--- src/rtl/timer_pkg.sv ---
/*
  constants shared by the timer: register offsets, field positions,
  reset values and clock source codes.
  assumes a byte-wide register view placed in the low bits of a 32-bit apb word.
*/
package timer_pkg;
  // bus and datapath widths
  localparam int ADDR_W = 8;
  localparam int DATA_W = 32;
  localparam int BYTE_W = 8;
  localparam int CNT_W = 16;
  localparam int PSC_W = 7;
  localparam int PS_W = 3;
  // register byte addresses
  localparam logic [7:0] OFS_TIMER_CONTROL = 8'h00;
  localparam logic [7:0] OFS_COUNTER_HIGH = 8'h04;
  localparam logic [7:0] OFS_COUNTER_LOW = 8'h08;
  localparam logic [7:0] OFS_MODULUS_HIGH = 8'h0c;
  localparam logic [7:0] OFS_MODULUS_LOW = 8'h10;
  // channel n occupies block CH_FIRST_BLOCK + n, sixteen bytes each
  localparam logic [3:0] CH_FIRST_BLOCK = 4'h2;
  localparam logic [3:0] SUB_CHANNEL_CONTROL = 4'h0;
  localparam logic [3:0] SUB_VALUE_HIGH = 4'h4;
  localparam logic [3:0] SUB_VALUE_LOW = 4'h8;
  // timer_control fields
  localparam int TC_OVF = 7;
  localparam int TC_OVF_IE = 6;
  localparam int TC_CENTER = 5;
  localparam int TC_CLK_HI = 4;
  localparam int TC_CLK_LO = 3;
  localparam int TC_PS_HI = 2;
  localparam logic [7:0] TC_WMASK = 8'h7f;
  // channel_control fields
  localparam int CC_FLAG = 7;
  localparam int CC_IE = 6;
  localparam int CC_MB = 5;
  localparam int CC_MA = 4;
  localparam int CC_EB = 3;
  localparam int CC_EA = 2;
  localparam logic [7:0] CC_WMASK = 8'h7c;
  // reset values
  localparam logic [7:0] TC_RESET = 8'h00;
  localparam logic [7:0] CC_RESET = 8'h00;
  // counter values
  localparam logic [15:0] CNT_ZERO = 16'h0000;
  localparam logic [15:0] CNT_ONE = 16'h0001;
  localparam logic [15:0] CNT_FREE_TOP = 16'hffff;
  localparam logic [7:0] PSC_ONE = 8'h01;
  // clock source codes
  localparam logic [1:0] CLK_OFF = 2'h0;
  localparam logic [1:0] CLK_BUS = 2'h1;
  localparam logic [1:0] CLK_FIXED = 2'h2;
  localparam logic [1:0] CLK_EXT = 2'h3;
endpackage : timer_pkg

--- src/rtl/timer_capture_compare_pwm.sv ---
/*
  16-bit timer with modulus, prescaler and per-channel capture, compare
  and pwm, reached over an apb slave with byte-wide registers.
  assumes fixed_tick and debug_halt come from logic on pclk; pins are async.
*/
// Local design decisions: the APB slave port and the placing of the registers.
// What this block does
// - center select gives up/down, else wrapping up-count
// - terminal count is modulus, or all ones
// - up/down endpoints each last one tick
// - center mode overflow on turn downward
// - counter write clears count and read latch
// - mode bits choose capture, compare or pwm
// - capture copies counter on selected edge
// - capture mode value bytes ignore writes
// - capture-mode value byte read latches partner byte
// - capture sets channel event flag
// - capture keeps working during debug halt
// - compare match sets, clears or toggles pin
// - compare value applies after both bytes; in debug halt each byte write goes straight in
// - compare match sets channel event flag
// - edge pwm high at overflow, low at match
// - edge pwm zero gives 0%, above modulus 100%
// - pwm value applies at modulus-minus-one step
// - center pwm low on up match, high down
// - center pwm zero/negative 0%, above modulus 100%
// - control writes cancel pending byte buffers
// - clock field selects off, bus, fixed, external
// - up-count overflow flag on wrap to zero
module timer_capture_compare_pwm #(
  parameter int NUM_CH = 2
) (
  input wire logic pclk,
  input wire logic presetn,
  input wire logic psel,
  input wire logic penable,
  input wire logic pwrite,
  input wire logic [timer_pkg::ADDR_W-1:0] paddr,
  input wire logic [timer_pkg::DATA_W-1:0] pwdata,
  output logic [timer_pkg::DATA_W-1:0] prdata,
  output logic pready,
  output logic pslverr,
  input wire logic debug_halt,
  input wire logic fixed_tick,
  input wire logic ext_clk_pin,
  input wire logic [NUM_CH-1:0] ch_in,
  output logic [NUM_CH-1:0] ch_out,
  output logic [NUM_CH-1:0] ch_oe,
  output logic overflow_flag,
  output logic [NUM_CH-1:0] channel_event_flag
);
  localparam int BW = timer_pkg::BYTE_W;
  localparam int CW = timer_pkg::CNT_W;

  // bus registers
  logic pready_q;
  logic pslverr_q;
  logic [timer_pkg::DATA_W-1:0] prdata_q;
  // timer state
  logic [7:0] tc_q; // control bits, overflow flag kept apart
  logic ovf_q; // overflow flag
  logic ovf_arm_q; // flag read while set
  logic [CW-1:0] cnt_q; // main counter
  logic dir_up_q; // up/down direction
  logic [timer_pkg::PSC_W-1:0] psc_q; // prescaler count
  logic [CW-1:0] mod_q; // active modulus
  logic [BW-1:0] mod_bh_q; // modulus byte buffers
  logic [BW-1:0] mod_bl_q;
  logic mod_wh_q; // byte written flags
  logic mod_wl_q;
  logic mod_pend_q; // both bytes in, waiting for update point
  logic cnt_lat_q; // counter read latch valid
  logic cnt_first_hi_q; // high byte was read first
  logic [BW-1:0] cnt_buf_q; // partner byte of counter
  // external clock synchroniser
  logic ext_s1_q;
  logic ext_s2_q;
  logic ext_s3_q;

  // apb strobes: effects land on the edge that raises pready
  wire acc = psel & penable & ~pready_q;
  wire wr_acc = acc & pwrite;
  wire rd_acc = acc & ~pwrite;
  wire [BW-1:0] wbyte = pwdata[BW-1:0];
  wire sel_tc = paddr == timer_pkg::OFS_TIMER_CONTROL;
  wire sel_ch_hi = paddr == timer_pkg::OFS_COUNTER_HIGH;
  wire sel_ch_lo = paddr == timer_pkg::OFS_COUNTER_LOW;
  wire sel_mh = paddr == timer_pkg::OFS_MODULUS_HIGH;
  wire sel_ml = paddr == timer_pkg::OFS_MODULUS_LOW;
  wire w_tc = wr_acc & sel_tc;
  wire w_cnt = wr_acc & (sel_ch_hi | sel_ch_lo);
  wire w_mh = wr_acc & sel_mh;
  wire w_ml = wr_acc & sel_ml;
  wire r_tc = rd_acc & sel_tc;
  wire r_cnt = rd_acc & (sel_ch_hi | sel_ch_lo);

  // clock source and prescaler
  wire [1:0] clk_src = tc_q[timer_pkg::TC_CLK_HI:timer_pkg::TC_CLK_LO];
  wire center = tc_q[timer_pkg::TC_CENTER];
  wire clk_off = clk_src == timer_pkg::CLK_OFF;
  wire ext_rise = ext_s2_q & ~ext_s3_q;
  wire src_pulse = (clk_src == timer_pkg::CLK_BUS) | ((clk_src == timer_pkg::CLK_FIXED) & fixed_tick)
    | ((clk_src == timer_pkg::CLK_EXT) & ext_rise);
  wire [7:0] psc_mask8 = (timer_pkg::PSC_ONE << tc_q[timer_pkg::TC_PS_HI:0]) - timer_pkg::PSC_ONE;
  wire [timer_pkg::PSC_W-1:0] psc_mask = psc_mask8[timer_pkg::PSC_W-1:0];
  wire src_run = src_pulse & ~debug_halt; // debug halt freezes the count
  wire tick = src_run & ((psc_q & psc_mask) == psc_mask);

  wire [CW-1:0] term = (mod_q == timer_pkg::CNT_ZERO) ? timer_pkg::CNT_FREE_TOP : mod_q;
  // pwm update point, one below terminal count
  wire upd_point = tick & (cnt_q == term - timer_pkg::CNT_ONE);

  // next count, direction and end-of-count events
  logic [CW-1:0] cnt_d;
  logic dir_d;
  logic wrap;
  logic turn;
  logic step_up;
  always_comb
  begin
    cnt_d = cnt_q;
    dir_d = dir_up_q;
    wrap = 1'b0;
    turn = 1'b0;
    step_up = 1'b1;
    if (center)
    begin
      // turn at modulus and at zero, one tick each
      if (dir_up_q && cnt_q == mod_q)
      begin
        cnt_d = cnt_q - timer_pkg::CNT_ONE;
        dir_d = 1'b0;
        turn = 1'b1;
        step_up = 1'b0;
      end
      else if (dir_up_q || cnt_q == timer_pkg::CNT_ZERO)
      begin
        cnt_d = cnt_q + timer_pkg::CNT_ONE;
        dir_d = 1'b1;
      end
      else
      begin
        cnt_d = cnt_q - timer_pkg::CNT_ONE;
        step_up = 1'b0;
      end
    end
    else if (cnt_q == term)
    begin
      // wrap from terminal count
      cnt_d = timer_pkg::CNT_ZERO;
      wrap = 1'b1;
    end
    else
    begin
      cnt_d = cnt_q + timer_pkg::CNT_ONE;
    end
  end

  wire ovf_ev = tick & (wrap | turn);
  wire tick_wrap = tick & wrap;

  // counter read coherency: returned byte
  wire cnt_use_buf_hi = cnt_lat_q & ~cnt_first_hi_q & ~debug_halt;
  wire cnt_use_buf_lo = cnt_lat_q & cnt_first_hi_q & ~debug_halt;
  wire [BW-1:0] cnt_rd_hi = cnt_use_buf_hi ? cnt_buf_q : cnt_q[CW-1:BW];
  wire [BW-1:0] cnt_rd_lo = cnt_use_buf_lo ? cnt_buf_q : cnt_q[BW-1:0];

  // modulus buffer completion and transfer
  wire mod_both = (mod_wh_q | w_mh) & (mod_wl_q | w_ml) & (w_mh | w_ml);
  wire [BW-1:0] mod_nh = w_mh ? wbyte : mod_bh_q;
  wire [BW-1:0] mod_nl = w_ml ? wbyte : mod_bl_q;

  // external clock pin synchroniser and edge stage
  always_ff @(posedge pclk or negedge presetn)
  begin
    if (!presetn)
    begin
      ext_s1_q <= 1'b0;
      ext_s2_q <= 1'b0;
      ext_s3_q <= 1'b0;
    end
    else
    begin
      ext_s1_q <= ext_clk_pin;
      ext_s2_q <= ext_s1_q;
      ext_s3_q <= ext_s2_q;
    end
  end

  // counter and prescaler
  always_ff @(posedge pclk or negedge presetn)
  begin
    if (!presetn)
    begin
      cnt_q <= timer_pkg::CNT_ZERO;
      dir_up_q <= 1'b1;
      psc_q <= '0;
    end
    else if (w_cnt)
    begin
      cnt_q <= timer_pkg::CNT_ZERO;
      dir_up_q <= 1'b1;
      psc_q <= '0;
    end
    else
    begin
      if (tick)
      begin
        cnt_q <= cnt_d;
        dir_up_q <= dir_d;
      end
      if (src_run)
      begin
        psc_q <= tick ? '0 : psc_q + 1'b1;
      end
    end
  end

  // counter read latch
  always_ff @(posedge pclk or negedge presetn)
  begin
    if (!presetn)
    begin
      cnt_lat_q <= 1'b0;
      cnt_first_hi_q <= 1'b0;
      cnt_buf_q <= '0;
    end
    else if (w_cnt || w_tc)
    begin
      cnt_lat_q <= 1'b0;
    end
    else if (r_cnt && !debug_halt)
    begin
      // second half of a pair releases, otherwise latch partner
      if (cnt_lat_q && (cnt_first_hi_q != sel_ch_hi))
      begin
        cnt_lat_q <= 1'b0;
      end
      else
      begin
        cnt_lat_q <= 1'b1;
        cnt_first_hi_q <= sel_ch_hi;
        cnt_buf_q <= sel_ch_hi ? cnt_q[BW-1:0] : cnt_q[CW-1:BW];
      end
    end
  end

  // timer control and overflow flag, set wins over clear
  always_ff @(posedge pclk or negedge presetn)
  begin
    if (!presetn)
    begin
      tc_q <= timer_pkg::TC_RESET;
      ovf_q <= 1'b0;
      ovf_arm_q <= 1'b0;
    end
    else
    begin
      if (w_tc)
      begin
        tc_q <= wbyte & timer_pkg::TC_WMASK;
      end
      if (ovf_ev)
      begin
        ovf_q <= 1'b1;
        ovf_arm_q <= 1'b0;
      end
      else if (w_tc && !wbyte[timer_pkg::TC_OVF] && ovf_arm_q)
      begin
        ovf_q <= 1'b0;
        ovf_arm_q <= 1'b0;
      end
      else if (r_tc && ovf_q)
      begin
        ovf_arm_q <= 1'b1;
      end
    end
  end

  // modulus buffering
  always_ff @(posedge pclk or negedge presetn)
  begin
    if (!presetn)
    begin
      mod_q <= timer_pkg::CNT_ZERO;
      mod_bh_q <= '0;
      mod_bl_q <= '0;
      mod_wh_q <= 1'b0;
      mod_wl_q <= 1'b0;
      mod_pend_q <= 1'b0;
    end
    else if (w_tc)
    begin
      mod_wh_q <= 1'b0;
      mod_wl_q <= 1'b0;
      mod_pend_q <= 1'b0;
    end
    else
    begin
      mod_bh_q <= mod_nh;
      mod_bl_q <= mod_nl;
      if (mod_both)
      begin
        mod_wh_q <= 1'b0;
        mod_wl_q <= 1'b0;
        // immediate when stopped, else at update point
        if (clk_off)
        begin
          mod_q <= {mod_nh, mod_nl};
        end
        else
        begin
          mod_pend_q <= 1'b1;
        end
      end
      else
      begin
        mod_wh_q <= mod_wh_q | w_mh;
        mod_wl_q <= mod_wl_q | w_ml;
        if (mod_pend_q && (upd_point || clk_off))
        begin
          mod_q <= {mod_bh_q, mod_bl_q};
          mod_pend_q <= 1'b0;
        end
      end
    end
  end

  // per-channel logic
  logic [NUM_CH-1:0] ch_hit;
  logic [BW-1:0] ch_rd [NUM_CH];
  genvar n;
  generate
    for (n = 0; n < NUM_CH; n++)
    begin : g_ch
      localparam logic [3:0] BLK = 4'(timer_pkg::CH_FIRST_BLOCK + 4'(n));
      logic [7:0] ctl_q; // channel control bits
      logic flag_q; // channel event flag
      logic arm_q; // flag read while set
      logic [CW-1:0] cv_q; // active channel value
      logic [BW-1:0] bh_q; // value byte buffers
      logic [BW-1:0] bl_q;
      logic wh_q;
      logic wl_q;
      logic pend_q;
      logic lat_q; // read latch valid
      logic first_hi_q;
      logic [BW-1:0] rbuf_q;
      logic out_q;
      logic oe_q;
      logic s1_q;
      logic s2_q;
      logic s3_q;
      wire blk = paddr[7:4] == BLK;
      wire s_cc = blk & (paddr[3:0] == timer_pkg::SUB_CHANNEL_CONTROL);
      wire s_vh = blk & (paddr[3:0] == timer_pkg::SUB_VALUE_HIGH);
      wire s_vl = blk & (paddr[3:0] == timer_pkg::SUB_VALUE_LOW);
      wire w_cc = wr_acc & s_cc;
      wire r_cc = rd_acc & s_cc;
      wire eb = ctl_q[timer_pkg::CC_EB];
      wire ea = ctl_q[timer_pkg::CC_EA];
      wire m_cap = ~center & ~ctl_q[timer_pkg::CC_MB] & ~ctl_q[timer_pkg::CC_MA];
      wire m_oc = ~center & ~ctl_q[timer_pkg::CC_MB] & ctl_q[timer_pkg::CC_MA];
      wire m_ep = ~center & ctl_q[timer_pkg::CC_MB];
      wire m_pwm = m_ep | center;
      wire w_vh = wr_acc & s_vh & ~m_cap;
      wire w_vl = wr_acc & s_vl & ~m_cap;
      wire w_buf = (w_vh | w_vl) & ~debug_halt;
      wire both = (wh_q | w_vh) & (wl_q | w_vl) & w_buf;
      wire [BW-1:0] nh = w_vh ? wbyte : bh_q;
      wire [BW-1:0] nl = w_vl ? wbyte : bl_q;
      // compare applies next tick, pwm at update point
      wire apply = pend_q & (clk_off | (m_oc & tick) | (m_pwm & upd_point));
      wire rise = s2_q & ~s3_q;
      wire fall = ~s2_q & s3_q;
      wire cap_ev = m_cap & ((ea & rise) | (eb & fall));
      wire match = tick & ~m_cap & (cnt_d == cv_q);
      // value read coherency in capture mode
      wire coh = m_cap & ~debug_halt;
      wire use_buf = coh & lat_q & (first_hi_q != s_vh);
      wire [BW-1:0] rd_h = use_buf ? rbuf_q : cv_q[CW-1:BW];
      wire [BW-1:0] rd_l = use_buf ? rbuf_q : cv_q[BW-1:0];
      wire r_v = rd_acc & (s_vh | s_vl) & coh;
      wire cp_zero = (cv_q == timer_pkg::CNT_ZERO) | cv_q[CW-1];
      wire cp_full = cv_q > mod_q;
      assign ch_hit[n] = s_cc | s_vh | s_vl;
      assign ch_rd[n] = s_cc ? {flag_q, ctl_q[6:0]} : (s_vh ? rd_h : (s_vl ? rd_l : '0));

      // pin synchroniser plus edge stage
      always_ff @(posedge pclk or negedge presetn)
      begin
        if (!presetn)
        begin
          s1_q <= 1'b0;
          s2_q <= 1'b0;
          s3_q <= 1'b0;
        end
        else
        begin
          s1_q <= ch_in[n];
          s2_q <= s1_q;
          s3_q <= s2_q;
        end
      end

      // control bits and event flag, set wins over clear
      always_ff @(posedge pclk or negedge presetn)
      begin
        if (!presetn)
        begin
          ctl_q <= timer_pkg::CC_RESET;
          flag_q <= 1'b0;
          arm_q <= 1'b0;
        end
        else
        begin
          if (w_cc)
          begin
            ctl_q <= wbyte & timer_pkg::CC_WMASK;
          end
          if (cap_ev || match)
          begin
            flag_q <= 1'b1;
            arm_q <= 1'b0;
          end
          else if (w_cc && !wbyte[timer_pkg::CC_FLAG] && arm_q)
          begin
            flag_q <= 1'b0;
            arm_q <= 1'b0;
          end
          else if (r_cc && flag_q)
          begin
            arm_q <= 1'b1;
          end
        end
      end

      // channel value, write buffers and read latch
      always_ff @(posedge pclk or negedge presetn)
      begin
        if (!presetn)
        begin
          cv_q <= timer_pkg::CNT_ZERO;
          bh_q <= '0;
          bl_q <= '0;
          wh_q <= 1'b0;
          wl_q <= 1'b0;
          pend_q <= 1'b0;
          lat_q <= 1'b0;
          first_hi_q <= 1'b0;
          rbuf_q <= '0;
        end
        else
        begin
          // capture holds the frozen count in debug
          if (cap_ev)
          begin
            cv_q <= cnt_q;
          end
          else if (debug_halt && w_vh)
          begin
            cv_q[CW-1:BW] <= wbyte;
          end
          else if (debug_halt && w_vl)
          begin
            cv_q[BW-1:0] <= wbyte;
          end
          else if (both && clk_off)
          begin
            cv_q <= {nh, nl};
          end
          else if (apply)
          begin
            cv_q <= {bh_q, bl_q};
          end
          if (w_cc)
          begin
            wh_q <= 1'b0;
            wl_q <= 1'b0;
            pend_q <= 1'b0;
            lat_q <= 1'b0;
          end
          else
          begin
            if (w_buf)
            begin
              bh_q <= nh;
              bl_q <= nl;
            end
            wh_q <= both ? 1'b0 : (wh_q | (w_vh & ~debug_halt));
            wl_q <= both ? 1'b0 : (wl_q | (w_vl & ~debug_halt));
            pend_q <= both ? ~clk_off : (pend_q & ~apply);
            if (r_v)
            begin
              lat_q <= ~use_buf;
              first_hi_q <= use_buf ? first_hi_q : s_vh;
              rbuf_q <= s_vh ? cv_q[BW-1:0] : cv_q[CW-1:BW];
            end
          end
        end
      end

      // pin drive per mode
      always_ff @(posedge pclk or negedge presetn)
      begin
        if (!presetn)
        begin
          out_q <= 1'b0;
          oe_q <= 1'b0;
        end
        else
        begin
          oe_q <= ~m_cap & (eb | ea);
          if (m_oc && match)
          begin
            case ({eb, ea})
              2'b01: out_q <= ~out_q;
              2'b10: out_q <= 1'b0;
              2'b11: out_q <= 1'b1;
              default: out_q <= out_q;
            endcase
          end
          else if (m_ep && match)
          begin
            // match beats wrap, zero value stays inactive
            out_q <= ea;
          end
          else if (m_ep && tick_wrap)
          begin
            out_q <= ~ea;
          end
          else if (center && cp_zero)
          begin
            out_q <= ea;
          end
          else if (center && cp_full)
          begin
            out_q <= ~ea;
          end
          else if (center && match)
          begin
            // up match ends, down match starts
            out_q <= step_up ? ea : ~ea;
          end
        end
      end
      assign ch_out[n] = out_q;
      assign ch_oe[n] = oe_q;
      assign channel_event_flag[n] = flag_q;
    end
  endgenerate

  // read data selection
  logic [BW-1:0] ch_rd_or;
  always_comb
  begin
    ch_rd_or = '0;
    for (int i = 0; i < NUM_CH; i++)
    begin
      ch_rd_or = ch_rd_or | ch_rd[i];
    end
  end
  wire mapped = sel_tc | sel_ch_hi | sel_ch_lo | sel_mh | sel_ml | (|ch_hit);
  wire [BW-1:0] rd_byte = sel_tc ? {ovf_q, tc_q[6:0]}
    : sel_ch_hi ? cnt_rd_hi
    : sel_ch_lo ? cnt_rd_lo
    : sel_mh ? mod_q[CW-1:BW]
    : sel_ml ? mod_q[BW-1:0]
    : ch_rd_or;

  // apb answer: pready one cycle after the access phase opens
  always_ff @(posedge pclk or negedge presetn)
  begin
    if (!presetn)
    begin
      pready_q <= 1'b0;
      pslverr_q <= 1'b0;
      prdata_q <= '0;
    end
    else
    begin
      pready_q <= acc;
      pslverr_q <= acc & ~mapped;
      if (rd_acc)
      begin
        prdata_q <= {{(timer_pkg::DATA_W-BW){1'b0}}, rd_byte};
      end
    end
  end
  assign prdata = prdata_q;
  assign pready = pready_q;
  assign pslverr = pslverr_q;
  assign overflow_flag = ovf_q;
endmodule : timer_capture_compare_pwm

--- config.mk ---
export PLATFORM = sky130hd
export DESIGN_NAME = timer_capture_compare_pwm
export DESIGN_NICKNAME = d
export VERILOG_FILES = /design/src/rtl/timer_pkg.sv /design/src/rtl/timer_capture_compare_pwm.sv
export SDC_FILE = /design/constraint.sdc
export NUM_CORES = 1
export LEC_CHECK = 0
export ABC_AREA = 1
export BUFFER_PORTS_ARGS = -buffer_cell sky130_fd_sc_hd__clkbuf_2
export CAP_MARGIN = 20
export CORE_UTILIZATION = 29
export DETAILED_ROUTE_END_ITERATION = 10
export GPL_ROUTABILITY_DRIVEN = 0
export PLACE_DENSITY = 0.5
export REMOVE_ABC_BUFFERS = 1
export SLEW_MARGIN = 10
export SYNTH_ARGS = -nofsm -noshare
export SYNTH_HDL_FRONTEND = slang
export SYNTH_SLANG_ARGS = --single-unit
--- constraint.sdc ---
create_clock -name pclk -period 3 [get_ports pclk]
set_input_delay 0.6 -clock pclk [delete_from_list [all_inputs] [get_ports pclk]]
set_output_delay 0.6 -clock pclk [all_outputs]
set_load 0.03 [all_outputs]
==> key figures <==
Floorplan
  • I/O pins: 91
  • Die Y: 230 µm
  • Die X: 230 µm
  • Initial Utilization: 29.3%
  • Core ar.: 0.0513 mm²
  • Total die area: 0.0527 mm²
  • Site Rows: 83

Yosys
  • Ys Warns: 0
  • Syn Area/Cell: 6.65 µm²
  • Synthesized area: 0.0150 mm²
  • Synth Area in Compound Gates: 19.3%
  • Sequential area share after synthesis: 34.1%
  • Mux contribution to synthesized area: 0.0749%
  • Post-synth EDFFs: 0
  • Number of synthesized register bits: 205
  • Unique masters post-synth: 49
  • Synth Area in XOR/XNOR: 2.16%
  • Synth Area in Adders: 3.33%
  • Cell count after synthesis: 2,258
  • Largest family of logic cells by synthesized area: simple AND/OR/NAND/NOR gates
  • Ys flop type: dfrtp_1
  • Simple-gate share of the synthesized area: 30.3%
  • Share of flip-flops with an asynchronous set or reset: 100%

Clock tree
  • Total CTS buffers: 27
  • CTS tree: done
  • H-tree Lvls: 1
  • # clock sinks: 205
  • Clk_lat worst skew: 0.56 ns
  • Worst-path clk slew: 0.06 ns
  • Root Buffer: clkbuf_16
  • Clk buf depth: 3

Route
  • Detailed-route DRC error count: 0
  • 1st-pass router iterations: 8
  • Wire per inst: 20.1 µm
  • DRT iter0 DRCs: 1,809
  • Vias per cell: 5.18
  • Final wirelength: 67,000 µm
  • ANT nets after route: 0
  • Via count: 17,259

STA
  • Final Max Tran Viols: 0
  • Tcrit/Tclk final: 105%
  • Fin crit period: 3.14 ns
  • Setup-failing EPs final: 9
  • Max Fclk: 319 MHz
  • Worst rel slew slack: 46.0%
  • Final setup slack of the worst path: -0.137 ns
  • Setup Skew: 0.0202 ns
  • RSZ-0062 raised after global routing: yes
  • Worst slew pin tran: 0.810 ns
  • Hold Violations, Final: 0

Outcome
  • Failing checks: setup timing
  • Status: finished with violations

Placement
  • I/O Buffers: 42
  • Cells after DPL: 3,233
  • DP Area: 0.0183 mm²
  • Post-DP HPWL: 51,300 µm

Finish
  • Design Area, Final: 0.0205 mm²
  • Final core occ: 40.0%
  • Nets@finish: 2,719
  • Fin cells: 3,329
  • Commonest cells after routing, fill and taps aside: nand2_1, buf_4, inv_1, o21ai_0, dfrtp_1
  • Layout cells sized above 1: 25.7%
  • Antenna Cells: 0
  • Synthesis-to-layout area growth: 36.6%
  • Leading cell type in the layout, fill and taps excluded: nand2_1

GRT
  • Global-route wire length before repair: 98,700 µm
  • GRT Residual Overflow: 0
  • Initial antenna violation count: 2
  • GRT Total Usage: 24.8%
  • Largest net degree at the start of global routing: 75
  • Vias in the first global route: 16,109

Power
  • Pwr Density: 392 mW/mm²
  • Max IR drop VDD: 369 µV
  • Pleak: 10.1 nW

Worst setup path
  • Crit path DAT: 3.62 ns
  • Max Fanout on Critical Path: 7
  • Setup crit end kind: flip-flop
  • Critical R2R Launch: mod_q[13]
  • Worst setup SP type: flip-flop
  • Worst Setup SP: mod_q[13]
  • WP data required: 3.49 ns
  • WS Path Type: reg2reg

Job
  • Max_cap viols: 0

Hold path
  • Min-delay worst type: in2async
-- final timing paths --
kind	cells past startpoint	end	slack (ns)
min reg2reg	0	g_ch[1].s2_q	0.35
max reg2reg	23	g_ch[1].out_q	-0.14
min in group pclk	1	g_ch[0].s1_q	0.15
max	23	g_ch[1].out_q	-0.14
min	1	prdata[2]	0.02
max in group asynchronous	2	g_ch[0].bh_q[6]	2.20
-- where the power goes --
part / switching [mW] / internal [mW] / leakage [nW]
combinational: 1.04 / 0.718 / 7.16
clock: 1.31 / 2.02 / 0.456
sequential: 0.0941 / 2.86 / 2.43
total: 2.44 / 5.60 / 10.1
-- synthesized netlist by cell type, drive strengths merged (2+ instances only) --
cell     number  area [µm²]
nor4         10        68.8
o22ai        25         156
or2           2        12.5
xor2         30         263
and2          2        12.5
clkinv        9        33.8
o2111ai       9        78.8
a31oi         3        18.8
nand4        30         188
o21ai       252        1260
o21a         21         158
nand3b        7        56.3
nand2       670        2540
nor3         30         160
a21oi       105         533
o31ai         3        22.5
a211oi        5        37.5
o221ai       10        87.6
xnor2         7        61.3
ha           40         500
dfrtp       204        5100
o211ai       63         473
clkbuf       50         188
nand3       140         716
buf          62         410
nor2        201         795
a221oi        6        52.6
inv         255         957
-- critical path, stage by stage (launching register included) --
cell and delay, ns:
dfrtp_1 0.41, nor2_2 0.13, nand2_2 0.08, nor2_4 0.15
buf_12 0.17, nand2_8 0.11, nand2_4 0.09, nand2_2 0.06
nand2_2 0.11, nand2_2 0.08, nor2_4 0.13, nand3_4 0.11
buf_12 0.17, buf_8 0.14, nand3b_1 0.10, buf_4 0.12
nand2_1 0.04, nor2_1 0.16, nand3_1 0.11, nor2_2 0.13
nand4_1 0.11, nand2_1 0.08, nand3_1 0.11, a21oi_2 0.15
-- registers in the layout, summed over array words and instances (netlist names), 7 cells and up --
| name | flops |
|---|---|
| mod_q | 16 |
| mod_bh_q | 8 |
| cnt_buf_q | 8 |
| tc_q | 7 |
| psc_q | 7 |
| prdata | 8 |
| g_ch.bl_q | 16 |
| cnt_q | 16 |
| g_ch.cv_q | 32 |
| g_ch.bh_q | 16 |
| mod_bl_q | 8 |
| g_ch.ctl_q | 10 |
| g_ch.rbuf_q | 16 |
-- logic make-up after synthesis --
group	Yosys count
flip-flops	205
AND/OR/NAND/NOR	1093
other	1
multiplexers	1
buffers and inverters	376
adder cells (fa/ha/maj)	40
XOR/XNOR	37
AO/OA/AOI/OAI	505
-- cell type report --
cell class	instances	area, µm²
Clock buffer	38	797
Clock inverter	11	125
Fill cell	5355	30800
Inverter	264	991
Multi-Input combinational cell	1706	9190
Sequential cell	205	5140
Tap cell	680	851
Timing Repair Buffer	425	3430
-- per-stage QoR --
| step | total power [mW] | hold WS [ns] | TNS (ns) | setup slack (ns) |
|---|---|---|---|---|
| 2_1_floorplan | 3.72 | 0.304 | -28.61 | -0.624 |
| 3_3_place_gp | 4.54 | 0.334 | -6.26 | -0.299 |
| 3_5_place_dp | 4.55 | 0.335 | -7.89 | -0.299 |
| 4_1_cts | 7.97 | 0.0505 | -0.159 | -0.115 |
| 5_1_grt | 8.36 | 0.0642 | -8.01 | -0.299 |
| 6_report | 8.04 | 0.0201 | -0.296 | -0.137 |
-- metal layers --
layer,global-route usage [%],share of wire (%),vias up
met2,37.7,43,764
li1,-,-,8191
met4,13.2,6.5,2
met5,0,0.015,-
met3,4.87,8.9,197
met1,33.1,42,8105
-- timing repair --
action / in CTS / in global routing
cloned: 6 / 5
setup buffers: 25 / 14
pin swaps: 47 / 80
gates resized for setup: 92 / 157
hold buffers: 0 / 0
setup endpoints to repair: 54 / 55
(Power assumes the default switching activity.)
